===== src/rtl/lfs_pkg.sv =====
// Constants for the LED fault status and group membership register slice.
// Assumes a word-wide register port on one clock, driven by the serial front end.
package lfs_pkg;

	// ------------------------------------------------------------------
	// Sizes
	// ------------------------------------------------------------------
	localparam int N_CH       = 12;
	localparam int ADDR_W     = 7;
	localparam int DATA_W     = 16;
	localparam int SEL_W      = 4;

	// ------------------------------------------------------------------
	// Register offsets
	// ------------------------------------------------------------------
	localparam logic [6:0] OFS_STAT_GEN       = 7'h05;
	localparam logic [6:0] OFS_TRACE_BREAK    = 7'h07;
	localparam logic [6:0] OFS_FORCED_CLOSED  = 7'h08;
	localparam logic [6:0] OFS_SHORTED_LAMP   = 7'h09;
	localparam logic [6:0] OFS_SET_A          = 7'h0A;
	localparam logic [6:0] OFS_SET_B          = 7'h0B;
	localparam logic [6:0] OFS_SET_C          = 7'h0C;
	localparam logic [6:0] OFS_LAMP_MASK      = 7'h0E;

	// ------------------------------------------------------------------
	// Field positions
	// ------------------------------------------------------------------
	localparam int STAT_GEN_SHORT_BIT = 3;
	localparam int STAT_GEN_OPEN_BIT  = 4;
	localparam int STAT_GEN_TRACE_BIT = 5;
	localparam int SEL_A_BIT          = 0;
	localparam int SEL_B_BIT          = 1;
	localparam int SEL_C_BIT          = 2;

	// ------------------------------------------------------------------
	// Reset values
	// ------------------------------------------------------------------
	localparam logic [11:0] RST_CH_MASK = 12'h000;
	localparam logic [15:0] RST_RDATA   = 16'h0000;

endpackage : lfs_pkg


===== src/rtl/lfs_flag_bank.sv =====
// Twelve sticky fault flags that clear when their register is read.
// Assumes detect pulses and the read strobe are on ref_clk.
`timescale 1ns/1ps
module lfs_flag_bank (
	// Clock and reset
	input  wire logic                      ref_clk,
	input  wire logic                      arst_n,
	// Events
	input  wire logic [lfs_pkg::N_CH-1:0]  detect,
	input  wire logic                      rd_clear,
	// State
	output logic      [lfs_pkg::N_CH-1:0]  flags_q
);
	import lfs_pkg::*;

	logic [N_CH-1:0] flags_d;

	// A fault arriving with the read stays set, so it is never lost
	assign flags_d = (rd_clear ? RST_CH_MASK : flags_q) | detect;

	// Flag storage
	always_ff @(posedge ref_clk or negedge arst_n) begin
		if (!arst_n) begin
			flags_q <= RST_CH_MASK;
		end else begin
			flags_q <= flags_d;
		end
	end

endmodule : lfs_flag_bank


===== src/rtl/lfs_group_target.sv =====
// Per-channel target decode for one group-addressed broadcast write.
// Assumes the select field and member masks are settled in the write cycle.
`timescale 1ns/1ps
module lfs_group_target (
	// Broadcast request
	input  wire logic                      wr_en,
	input  wire logic [lfs_pkg::SEL_W-1:0] sel,
	// Membership
	input  wire logic [lfs_pkg::N_CH-1:0]  set_a,
	input  wire logic [lfs_pkg::N_CH-1:0]  set_b,
	input  wire logic [lfs_pkg::N_CH-1:0]  set_c,
	input  wire logic [lfs_pkg::N_CH-1:0]  set_d,
	// Channels to load
	output logic      [lfs_pkg::N_CH-1:0]  hit
);
	import lfs_pkg::*;

	wire [N_CH-1:0] hit_a;
	wire [N_CH-1:0] hit_b;
	wire [N_CH-1:0] hit_c;
	wire [N_CH-1:0] hit_d;

	// Each select bit picks one group; groups are ORed so overlap loads once
	assign hit_a = {N_CH{sel[SEL_A_BIT]}} & set_a;
	assign hit_b = {N_CH{sel[SEL_B_BIT]}} & set_b;
	assign hit_c = {N_CH{sel[SEL_C_BIT]}} & set_c;
	assign hit_d = {N_CH{sel[3]}} & set_d;
	// An all-zero select gives no hits, leaving every channel untouched
	assign hit   = {N_CH{wr_en}} & (hit_a | hit_b | hit_c | hit_d);

endmodule : lfs_group_target


===== src/rtl/lfs_regs.sv =====
// LED fault status, bypass override and group membership register slice.
// Assumes a serial front end on ref_clk presents one-cycle register strobes,
// raw fault pins come from outside the clock domain, and dimming logic
// per channel is supplied elsewhere.
//
// Functional notes
// - Twelve open-trace flags set per channel on detection, cleared by reading.
// - Twelve shorted-LED flags set per channel on detection, cleared by reading.
// - Override bit set holds that channel's bypass switch permanently closed.
// - Overridden channel runs at zero duty, ignoring duty and fade settings.
// - Override clear passes normal dimming control to the switch unchanged.
// - Faults detected only while switch open; overridden channel raises none.
// - Twelve-bit group A mask; bit set puts channel in group A.
// - Twelve-bit group B mask; bit set puts channel in group B.
// - Twelve-bit group C mask; bit set puts channel in group C.
// - Members take group phase, fade and their group duty writes.
// - Group A answers phase and fade writes with select 0001.
// - Group B answers phase and fade writes with select 0010.
// - Group C answers phase and fade writes with select 0100.
// - Open-trace summary status bit set when any open-trace flag set.
// - Masked channels' faults never assert the active-low fault output.
// - Select bits pick A, B, C, D; several allowed; zero changes nothing.
`timescale 1ns/1ps
module lfs_regs (
	// Clock and reset
	input  wire logic                       ref_clk,
	input  wire logic                       arst_n,
	// Register port from the serial front end
	input  wire logic                       reg_wr,
	input  wire logic                       reg_rd,
	input  wire logic [lfs_pkg::ADDR_W-1:0] reg_addr,
	input  wire logic [lfs_pkg::DATA_W-1:0] reg_wdata,
	output logic      [lfs_pkg::DATA_W-1:0] reg_rdata,
	// Group broadcast writes already decoded by the front end
	input  wire logic                       phase_wr,
	input  wire logic [lfs_pkg::SEL_W-1:0]  phase_target_sets,
	input  wire logic                       fade_wr,
	input  wire logic [lfs_pkg::SEL_W-1:0]  fade_target_sets,
	input  wire logic                       set_a_duty_wr,
	input  wire logic                       set_b_duty_wr,
	input  wire logic                       set_c_duty_wr,
	input  wire logic [lfs_pkg::N_CH-1:0]   set_d_members,
	// Fault detector pins (asynchronous)
	input  wire logic [lfs_pkg::N_CH-1:0]   open_trace_raw,
	input  wire logic [lfs_pkg::N_CH-1:0]   shorted_lamp_raw,
	input  wire logic [lfs_pkg::N_CH-1:0]   open_lamp_flags,
	// Dimming control from the per-channel engines
	input  wire logic [lfs_pkg::N_CH-1:0]   dim_switch_open,
	// Switch drive and channel loads
	output logic      [lfs_pkg::N_CH-1:0]   switch_open,
	output logic      [lfs_pkg::N_CH-1:0]   duty_zero,
	output logic      [lfs_pkg::N_CH-1:0]   phase_load,
	output logic      [lfs_pkg::N_CH-1:0]   fade_load,
	output logic      [lfs_pkg::N_CH-1:0]   duty_load,
	// Status
	output logic                            trace_summary,
	output logic                            fault_out_n
);
	import lfs_pkg::*;

	// ------------------------------------------------------------------
	// Storage
	// ------------------------------------------------------------------
	logic [N_CH-1:0]   force_bypass_closed_q;
	logic [N_CH-1:0]   set_a_members_q;
	logic [N_CH-1:0]   set_b_members_q;
	logic [N_CH-1:0]   set_c_members_q;
	logic [N_CH-1:0]   lamp_fault_mask_q;
	logic [N_CH-1:0]   trace_flags_q;
	logic [N_CH-1:0]   shorted_lamp_flags;
	logic [N_CH-1:0]   trace_s1_q;
	logic [N_CH-1:0]   trace_s2_q;
	logic [N_CH-1:0]   short_s1_q;
	logic [N_CH-1:0]   short_s2_q;
	logic [N_CH-1:0]   open_s1_q;
	logic [N_CH-1:0]   open_s2_q;
	logic [N_CH-1:0]   sw_open_q;
	logic [DATA_W-1:0] rdata_d;
	logic [N_CH-1:0]   phase_hit;
	logic [N_CH-1:0]   fade_hit;

	// ------------------------------------------------------------------
	// Address decode
	// ------------------------------------------------------------------
	wire wr_override = reg_wr && (reg_addr == OFS_FORCED_CLOSED);
	wire wr_set_a    = reg_wr && (reg_addr == OFS_SET_A);
	wire wr_set_b    = reg_wr && (reg_addr == OFS_SET_B);
	wire wr_set_c    = reg_wr && (reg_addr == OFS_SET_C);
	wire wr_mask     = reg_wr && (reg_addr == OFS_LAMP_MASK);
	wire rd_trace    = reg_rd && (reg_addr == OFS_TRACE_BREAK);
	wire rd_short    = reg_rd && (reg_addr == OFS_SHORTED_LAMP);

	// ------------------------------------------------------------------
	// Fault pin synchronisers
	// ------------------------------------------------------------------
	// Two stages per pin; only the second stage feeds logic
	always_ff @(posedge ref_clk or negedge arst_n) begin
		if (!arst_n) begin
			trace_s1_q <= RST_CH_MASK;
			trace_s2_q <= RST_CH_MASK;
			short_s1_q <= RST_CH_MASK;
			short_s2_q <= RST_CH_MASK;
			open_s1_q  <= RST_CH_MASK;
			open_s2_q  <= RST_CH_MASK;
		end else begin
			trace_s1_q <= open_trace_raw;
			trace_s2_q <= trace_s1_q;
			short_s1_q <= shorted_lamp_raw;
			short_s2_q <= short_s1_q;
			open_s1_q  <= open_lamp_flags;
			open_s2_q  <= open_s1_q;
		end
	end

	// ------------------------------------------------------------------
	// Switch control
	// ------------------------------------------------------------------
	// Override closes the switch; otherwise dimming passes straight through
	wire [N_CH-1:0] sw_open_d = dim_switch_open & ~force_bypass_closed_q;

	// Detection is qualified by the registered open state of the switch,
	// so an overridden channel can never raise a new fault
	wire [N_CH-1:0] det_trace = trace_s2_q & sw_open_q;
	wire [N_CH-1:0] det_short = short_s2_q & sw_open_q;
	wire [N_CH-1:0] det_open  = open_s2_q & sw_open_q;

	// ------------------------------------------------------------------
	// Sticky status flags
	// ------------------------------------------------------------------
	lfs_flag_bank u_trace_flags (
		.ref_clk  (ref_clk),
		.arst_n   (arst_n),
		.detect   (det_trace),
		.rd_clear (rd_trace),
		.flags_q  (trace_flags_q)
	);

	lfs_flag_bank u_short_flags (
		.ref_clk  (ref_clk),
		.arst_n   (arst_n),
		.detect   (det_short),
		.rd_clear (rd_short),
		.flags_q  (shorted_lamp_flags)
	);

	// ------------------------------------------------------------------
	// Group broadcast targets
	// ------------------------------------------------------------------
	lfs_group_target u_phase_tgt (
		.wr_en (phase_wr),
		.sel   (phase_target_sets),
		.set_a (set_a_members_q),
		.set_b (set_b_members_q),
		.set_c (set_c_members_q),
		.set_d (set_d_members),
		.hit   (phase_hit)
	);

	lfs_group_target u_fade_tgt (
		.wr_en (fade_wr),
		.sel   (fade_target_sets),
		.set_a (set_a_members_q),
		.set_b (set_b_members_q),
		.set_c (set_c_members_q),
		.set_d (set_d_members),
		.hit   (fade_hit)
	);

	// Each duty register loads only its own group's members
	wire [N_CH-1:0] duty_hit = ({N_CH{set_a_duty_wr}} & set_a_members_q)
	                         | ({N_CH{set_b_duty_wr}} & set_b_members_q)
	                         | ({N_CH{set_c_duty_wr}} & set_c_members_q);

	// Faults from masked channels are kept off the fault pin
	wire [N_CH-1:0] pin_faults = (trace_flags_q | shorted_lamp_flags | det_open)
	                           & ~lamp_fault_mask_q;

	// ------------------------------------------------------------------
	// Read data mux
	// ------------------------------------------------------------------
	// Unmapped offsets read zero; the front end owns the rest of the map
	always_comb begin
		rdata_d = RST_RDATA;
		case (reg_addr)
			OFS_STAT_GEN: begin
				rdata_d[STAT_GEN_TRACE_BIT] = |trace_flags_q;
				rdata_d[STAT_GEN_SHORT_BIT] = |shorted_lamp_flags;
			end
			OFS_TRACE_BREAK:   rdata_d[N_CH-1:0] = trace_flags_q;
			OFS_FORCED_CLOSED: rdata_d[N_CH-1:0] = force_bypass_closed_q;
			OFS_SHORTED_LAMP:  rdata_d[N_CH-1:0] = shorted_lamp_flags;
			OFS_SET_A:         rdata_d[N_CH-1:0] = set_a_members_q;
			OFS_SET_B:         rdata_d[N_CH-1:0] = set_b_members_q;
			OFS_SET_C:         rdata_d[N_CH-1:0] = set_c_members_q;
			OFS_LAMP_MASK:     rdata_d[N_CH-1:0] = lamp_fault_mask_q;
			default:           rdata_d = RST_RDATA;
		endcase
	end

	// ------------------------------------------------------------------
	// Writable registers
	// ------------------------------------------------------------------
	always_ff @(posedge ref_clk or negedge arst_n) begin
		if (!arst_n) begin
			force_bypass_closed_q <= RST_CH_MASK;
			set_a_members_q       <= RST_CH_MASK;
			set_b_members_q       <= RST_CH_MASK;
			set_c_members_q       <= RST_CH_MASK;
			lamp_fault_mask_q     <= RST_CH_MASK;
		end else begin
			if (wr_override) force_bypass_closed_q <= reg_wdata[N_CH-1:0];
			if (wr_set_a)    set_a_members_q       <= reg_wdata[N_CH-1:0];
			if (wr_set_b)    set_b_members_q       <= reg_wdata[N_CH-1:0];
			if (wr_set_c)    set_c_members_q       <= reg_wdata[N_CH-1:0];
			if (wr_mask)     lamp_fault_mask_q     <= reg_wdata[N_CH-1:0];
		end
	end

	// ------------------------------------------------------------------
	// Registered outputs
	// ------------------------------------------------------------------
	// All outputs registered; loads lag the broadcast strobe by one cycle
	always_ff @(posedge ref_clk or negedge arst_n) begin
		if (!arst_n) begin
			sw_open_q     <= RST_CH_MASK;
			duty_zero     <= RST_CH_MASK;
			phase_load    <= RST_CH_MASK;
			fade_load     <= RST_CH_MASK;
			duty_load     <= RST_CH_MASK;
			trace_summary <= 1'b0;
			fault_out_n   <= 1'b1;
			reg_rdata     <= RST_RDATA;
		end else begin
			sw_open_q     <= sw_open_d;
			duty_zero     <= force_bypass_closed_q;
			phase_load    <= phase_hit;
			fade_load     <= fade_hit & ~force_bypass_closed_q;
			duty_load     <= duty_hit & ~force_bypass_closed_q;
			trace_summary <= |trace_flags_q;
			fault_out_n   <= ~(|pin_faults);
			reg_rdata     <= rdata_d;
		end
	end

	assign switch_open = sw_open_q;

endmodule : lfs_regs


===== config.mk =====
export PLATFORM = sky130hd
export DESIGN_NAME = lfs_regs
export DESIGN_NICKNAME = d
export VERILOG_FILES = /design/src/rtl/lfs_pkg.sv /design/src/rtl/lfs_flag_bank.sv /design/src/rtl/lfs_group_target.sv /design/src/rtl/lfs_regs.sv
export SDC_FILE = /design/constraint.sdc
export NUM_CORES = 1
export LEC_CHECK = 0
export BUFFER_PORTS_ARGS = -buffer_cell sky130_fd_sc_hd__clkbuf_2
export CORE_MARGIN = 2
export CORE_UTILIZATION = 33
export CTS_CLUSTER_DIAMETER = 120
export CTS_CLUSTER_SIZE = 16
export DETAILED_ROUTE_END_ITERATION = 16
export SYNTH_ARGS = -nofsm -noshare
export SYNTH_HDL_FRONTEND = slang
export SYNTH_HIERARCHICAL = 1
export SYNTH_SLANG_ARGS = --single-unit

===== constraint.sdc =====
create_clock -name ref_clk -period 1.5 [get_ports ref_clk]
set_input_delay 0.3 -clock ref_clk [delete_from_list [all_inputs] [get_ports ref_clk]]
set_output_delay 0.3 -clock ref_clk [all_outputs]
set_load 0.02 [all_outputs]

==> results of run 1 <==
## layer usage
metal | part of all wire, % | routed length, um | track usage (%) | up-vias
met5 | 0 | 0 | 0 | -
li1 | - | - | - | 2901
met2 | 44 | 11600 | 28.0 | 264
met4 | 2.2 | 579 | 4.99 | 0
met3 | 6.0 | 1560 | 2.89 | 35
met1 | 47 | 12400 | 27.6 | 3189
## logic make-up after synthesis
kind of cell	share of synthesized area, %
AND/OR/NAND/NOR	7.50
buffers and inverters	2.83
multiplexers	9.48
other	0.0424
flip-flops	65.0
AO/OA/AOI/OAI	15.1
## worst paths after layout
check / end / slack, ns
min in group asynchronous: duty_load[3] / 0.31
setup reg to reg: reg_rdata[5] / -0.03
max in group asynchronous: trace_s1_q[3] / 0.61
hold / removal: switch_open[4] / 0.02
setup / recovery: force_bypass_closed_q[10] / -0.11
hold reg to reg: short_s2_q[3] / 0.34
## critical path, cell delays in order
cell and delay [ns]:
buf_6 0.09, or4b_4 0.58, or2_4 0.28, nor3b_4 0.21
buf_12 0.18, mux2_2 0.34
## cell usage after synthesis, types with 9 or more instances
library cell	number	area, um^2
clkbuf_1	9	33.8
a22oi_1	58	435
dfrtp_1	229	5730
a32oi_1	9	78.8
a222oi_1	12	120
buf_4	9	67.6
a21o_1	20	150
mux2_2	61	687
and2_1	24	150
a21boi_1	22	165
nand2_1	11	41.3
a211oi_1	12	90.1
mux2i_1	13	130
nor2b_1	31	194
nor2_1	16	60.1
## stage by stage
stage / setup slack [ns] / cell area, um^2 / util, % / hold WS (ns)
3_3_place_gp: -0.591 / 10800 / 41.1 / 0.246
6_report: -0.109 / 11900 / 45.5 / 0.0246
3_5_place_dp: -0.626 / 10800 / 41.1 / 0.241
5_1_grt: -0.123 / 11900 / 45.5 / 0.0246
4_1_cts: -0.0802 / 11800 / 45.0 / 0.000304
2_1_floorplan: -0.622 / 9030 / - / 0.00441
## power groups by stage
| stage | sequential, mW | combinational [mW] | clock [mW] |
|---|---|---|---|
| floorplan | 7.06 | 0.568 | 0 |
| global placement | 6.98 | 1.48 | 0 |
| detailed placement | 6.99 | 1.49 | 0 |
| CTS | 6.87 | 1.59 | 4.58 |
| global route | 6.92 | 1.74 | 4.82 |
| finish | 6.88 | 1.60 | 4.42 |
## final cells by class
cell class / instances / area, um^2
Inverter: 2 / 7.51
Tap cell: 335 / 419
Sequential cell: 230 / 5760
Timing Repair Buffer: 298 / 2080
Clock buffer: 25 / 498
Clock inverter: 1 / 11.3
Antenna cell: 1 / 2.50
Fill cell: 2391 / 14300
Multi-Input combinational cell: 366 / 3140
## repair_timing
action                                  in CTS  in global routing
cloned                                       1                  1
pin swaps                                    7                  8
endpoints found under the setup margin      54                 44
resized for setup                           27                 22
setup buffers                                3                  3
hold endpoints to repair                    68                  0
hold buffers                                37                  0
==> impl_results.md, run 1 <==
* Layout cells sized above 1 at 41.1%
* Prevailing post-synth register cell: dfrtp_1
* Layout net count at 1,016
* Maximum vdd drop at 0.746 mV
* Tot GR Track Use at 18.5%
* Async set or reset register ratio after synthesis at 100%
* Clk Tree Root Cell: clkbuf_16
* Syn Inst Count at 630
* Pwr per Cell Area at 1080 nW/um^2
* Largest net degree at the start of global routing at 45
* Worst hold path depth at 2
* Vias in the first global route at 6,475
* Starting Density at 33.8%
* Dpl hpwl at 19.8 mm
* Final cell count without fillers at 1,258
* Comb power frac at 12.4%
* Endpoints failing hold at 0
* Period minus WS final at 1.61 ns
* R2R depth at 4
* Commonest cells after routing, fill and taps aside: dfrtp_1, clkbuf_2, buf_4
* CTS tree: built
* RSZ-0062 raised after global routing: yes
* Htree depth at 1
* Area grow syn2layout at 34.5%
* Sink Count at 230
* Die Wd at 168 um
* Worst min path class: input port to flip-flop
* GPL Wtd Cong at 0.876
* Final Slew Violations at 0
* Residual DRC at 0
* Psw at 3.26 mW
* Outcome: finished, violations left
* Total core area at 26,200 um^2
* Full die area at 28,200 um^2
* Setup_tns at -1.88 ns
* Final setup margin at -0.109 ns
* P_leak at 5.62 nW
* TritonRoute pass-1 iters at 6
* Total I/O pin count at 178
* Worst Setup SP: reg_addr[5]
* Worst-Skew Late Latency at 0.50 ns
* Flops & latches, synth at 230
* Initial drt markers at 388
* Failing checks: setup timing
* Vias per cell at 5.08
* Global-route wire length before repair at 39.6 mm
* CTS Buf Count at 18
* Distinct cells, synth at 47
* Hold Crit Start: dim_switch_open[4]
* ANT nets after route at 0
* Cell Rows at 59
* Clock power share at 34.2%
* Mean Syn Cell Area at 14.1 um^2
* Reg power frac at 53.3%
* Power, Total at 12.9 mW
* Initial antenna violation count at 1
* DRT Wirelength at 26.1 mm
* CP endpoint kind: flip-flop
* Crit path DAT at 1.99 ns
* Routed wire length per instance at 20.7 um
* IO Port Bufs at 169
* Setup CP Type: input port to flip-flop
* Cells after DPL at 1,186
* Clock tree buffer depth at 3
* Final setup viols at 27
* Fmax at 622 MHz
* Sequential area share after synthesis at 65.0%
* Worst Path Required at 1.88 ns
* Net Sw Frac at 25.3%
* Synth warn at 6
* Commonest non-fill, non-tap cell in the layout: dfrtp_1
* Grt total ovfl at 0
* Vias post-DR at 6,389
* # Max-Cap Violations at 0
* Worst R2R Start: u_trace_flags/flags_q[0]
* Die Span Y at 168 um
* Startpoint Class: input port
* Worst-path clk slew at 0.07 ns
* Final period util at 107%
* Number of flops mapped to enable cells by yosys at 0
* CP Max Fanout at 12
* Cell area after synthesis at 8850 um^2
* P_int at 9.64 mW
* Final clock skew at 0.0102 ns
Power figures use the tool's default switching activity.
==> run 2: changes to the inputs <==
- PLACE_DENSITY: default -> 0.53
==> run 2 against run 1 <==
Effect of this change:
- the run still ends with setup timing left
- via count fell by 0.80%
- flip-flop and latch count did not move
- global-route usage barely moved
- critical endpoint is now force_bypass_closed_q[3]
- largest cell class unchanged
==> impl_results.md, run 2 (synthesis gave the netlist of run 1 again) <==
* CP max stage cell: or4b_4 (unchanged)
* Starting Density at 33.8% (unchanged)
* CP endpoint kind: flip-flop (unchanged)
* CP Max Fanout at 12 (unchanged)
* CTS Buf Count at 18 (unchanged)
* Final clock skew at 0.0181 ns (was 0.0102 ns)
* Vias post-DR at 6,338 (was 6,389)
* Total I/O pin count at 178 (unchanged)
* Worst min path class: input port to flip-flop (unchanged)
* Net Sw Frac at 25.6% (was 25.3%)
* CP peak stage delay at 0.58 ns (about the same)
* Final period util at 105% (was 107%)
* GPL Wtd Cong at 0.888 (was 0.876)
* IO Port Bufs at 169 (unchanged)
* Clock tree buffer depth at 3 (unchanged)
* CP cell instances: buf_6 -> or4b_4 -> or2_4 -> nor3b_4 -> buf_12 -> mux2_2 (unchanged)
* DRT Wirelength at 25.9 mm (was 26.1 mm)
* Dpl hpwl at 19.6 mm (was 19.8 mm)
* Worst-Skew Late Latency at 0.50 ns (about the same)
* Final setup margin at -0.0704 ns (was -0.109 ns)
* Initial antenna violation count at 1 (unchanged)
* Area grow syn2layout at 33.2% (was 34.5%)
* Initial drt markers at 480 (was 388)
* Antenna cell count at 0 (was 1)
* Full die area at 28,200 um^2 (unchanged)
* Setup CP Type: input port to flip-flop (unchanged)
* Total core area at 26,200 um^2 (unchanged)
* Die Span Y at 168 um (unchanged)
* TritonRoute pass-1 iters at 6 (unchanged)
* Vias in the first global route at 6,482 (was 6,475)
* DP Worst Slack at -0.623 ns (was -0.626 ns)
* Fillcell total at 2,449 (was 2,391)
* Global-route wire length before repair at 39.8 mm (was 39.6 mm)
* ANT nets after route at 0 (unchanged)
* P_leak at 5.59 nW (was 5.62 nW)
* Startpoint Class: input port (unchanged)
* Crit path DAT at 1.96 ns (was 1.99 ns)
* P_int at 9.64 mW (about the same)
* WP buf/inv at 2 (unchanged)
* Cell Rows at 59 (unchanged)
* Final Slew Violations at 0 (unchanged)
* Outcome: finished, violations left (unchanged)
* Worst Path Required at 1.89 ns (was 1.88 ns)
* Commonest non-fill, non-tap cell in the layout: dfrtp_1 (unchanged)
* Final cell count without fillers at 1,252 (was 1,258)
* Comb power frac at 12.4% (about the same)
* Commonest cells after routing, fill and taps aside: dfrtp_1, clkbuf_2, buf_4 (unchanged)
* Sink Count at 230 (unchanged)
* Fmax at 637 MHz (was 622 MHz)
* Htree depth at 1 (unchanged)
* Failing checks: setup timing (unchanged)
* Reg power frac at 53.0% (was 53.3%)
* Final setup viols at 26 (was 27)
* Period minus WS final at 1.57 ns (was 1.61 ns)
* Tot GR Track Use at 18.4% (was 18.5%)
* Endpoints failing hold at 0 (unchanged)
* Maximum vdd drop at 0.735 mV (was 0.746 mV)
* Layout net count at 1,011 (was 1,016)
* Residual DRC at 0 (unchanged)
* Clock power share at 34.6% (was 34.2%)
* RSZ-0062 raised after global routing: yes (unchanged)
* Clk Tree Root Cell: clkbuf_16 (unchanged)
* Worst-path clk slew at 0.08 ns (was 0.07 ns)
* CTS tree: built (unchanged)
* Delay-heaviest family, CP: simple AND/OR/NAND/NOR gates (unchanged)
* Vias per cell at 5.06 (was 5.08)
* Die Wd at 168 um (unchanged)
* Largest net degree at the start of global routing at 53 (was 45)
* Pwr per Cell Area at 1100 nW/um^2 (was 1080 nW/um^2)
* Grt total ovfl at 0 (unchanged)
* Cells after DPL at 1,181 (was 1,186)
* Routed wire length per instance at 20.7 um (about the same)
* Psw at 3.32 mW (was 3.26 mW)
* # Max-Cap Violations at 0 (unchanged)
* Layout cells sized above 1 at 40.1% (was 41.1%)
-- run 2: power groups by stage --
stage,logic [mW],clock network [mW],registers [mW]
6_report,1.60,4.49,6.87
4_1_cts,1.59,4.64,6.86
2_1_floorplan,0.568,0,7.06
3_3_place_gp,1.48,0,6.98
5_1_grt,1.75,4.87,6.91
3_5_place_dp,1.49,0,6.97
-- run 2: what timing repair did --
| item | in CTS | in global routing |
|---|---|---|
| pin swaps | 6 | 7 |
| gates cloned | 1 | 0 |
| setup buffers | 3 | 4 |
| hold endpoints to repair | 76 | 0 |
| setup endpoints to repair | 67 | 70 |
| hold buffers | 37 | 0 |
| gates resized for setup | 17 | 26 |
-- run 2: path summary, 6_finish.rpt --
| kind | from | to | slack (ns) | cells after the start |
|---|---|---|---|---|
| hold / removal | dim_switch_open[2] | switch_open[2] | 0.01 | 2 |
| min in group asynchronous | arst_n | duty_zero[11] | 0.30 | 2 |
| hold reg to reg | trace_s1_q[7] | trace_s2_q[7] | 0.34 | 0 |
| setup / recovery | reg_addr[5] | force_bypass_closed_q[3] | -0.07 | 6 |
| max in group asynchronous | arst_n | trace_s1_q[3] | 0.62 | 3 |
| setup reg to reg | u_trace_flags/flags_q[9] | reg_rdata[5] | -0.02 | 4 |
-- run 2: routing by layer --
metal	routed length, um	GRT usage, %
met1	12300	27.5
met4	609	5.10
met5	13	0
met2	11200	27.5
met3	1690	3.50
-- run 2: final cells by class --
| class | count | area (um^2) | share of cell area [%] |
|---|---|---|---|
| flip-flops and latches | 230 | 5760 | 48.8 |
| multi-input cells | 365 | 3090 | 26.2 |
| repair buffers | 294 | 2010 | 17.0 |
| clock buffers | 25 | 498 | 4.22 |
| well taps | 335 | 419 | 3.55 |
| clock inverters | 1 | 11.3 | 0.0955 |
| inverters | 2 | 10.0 | 0.0849 |
-- run 2: stage by stage --
step / setup TNS, ns / util, % / total power [mW] / instance area [um^2] / hold slack [ns]
3_3_place_gp: -42.12 / 40.8 / 8.46 / 10700 / 0.244
4_1_cts: -0.689 / 44.5 / 13.1 / 11700 / 0.00110
5_1_grt: -1.70 / 45.0 / 13.5 / 11800 / 0.0198
6_report: -1.14 / 45.0 / 13.0 / 11800 / 0.0134
3_5_place_dp: -43.76 / 40.8 / 8.47 / 10700 / 0.250
2_1_floorplan: -26.96 / - / 7.62 / 9030 / 0.00441
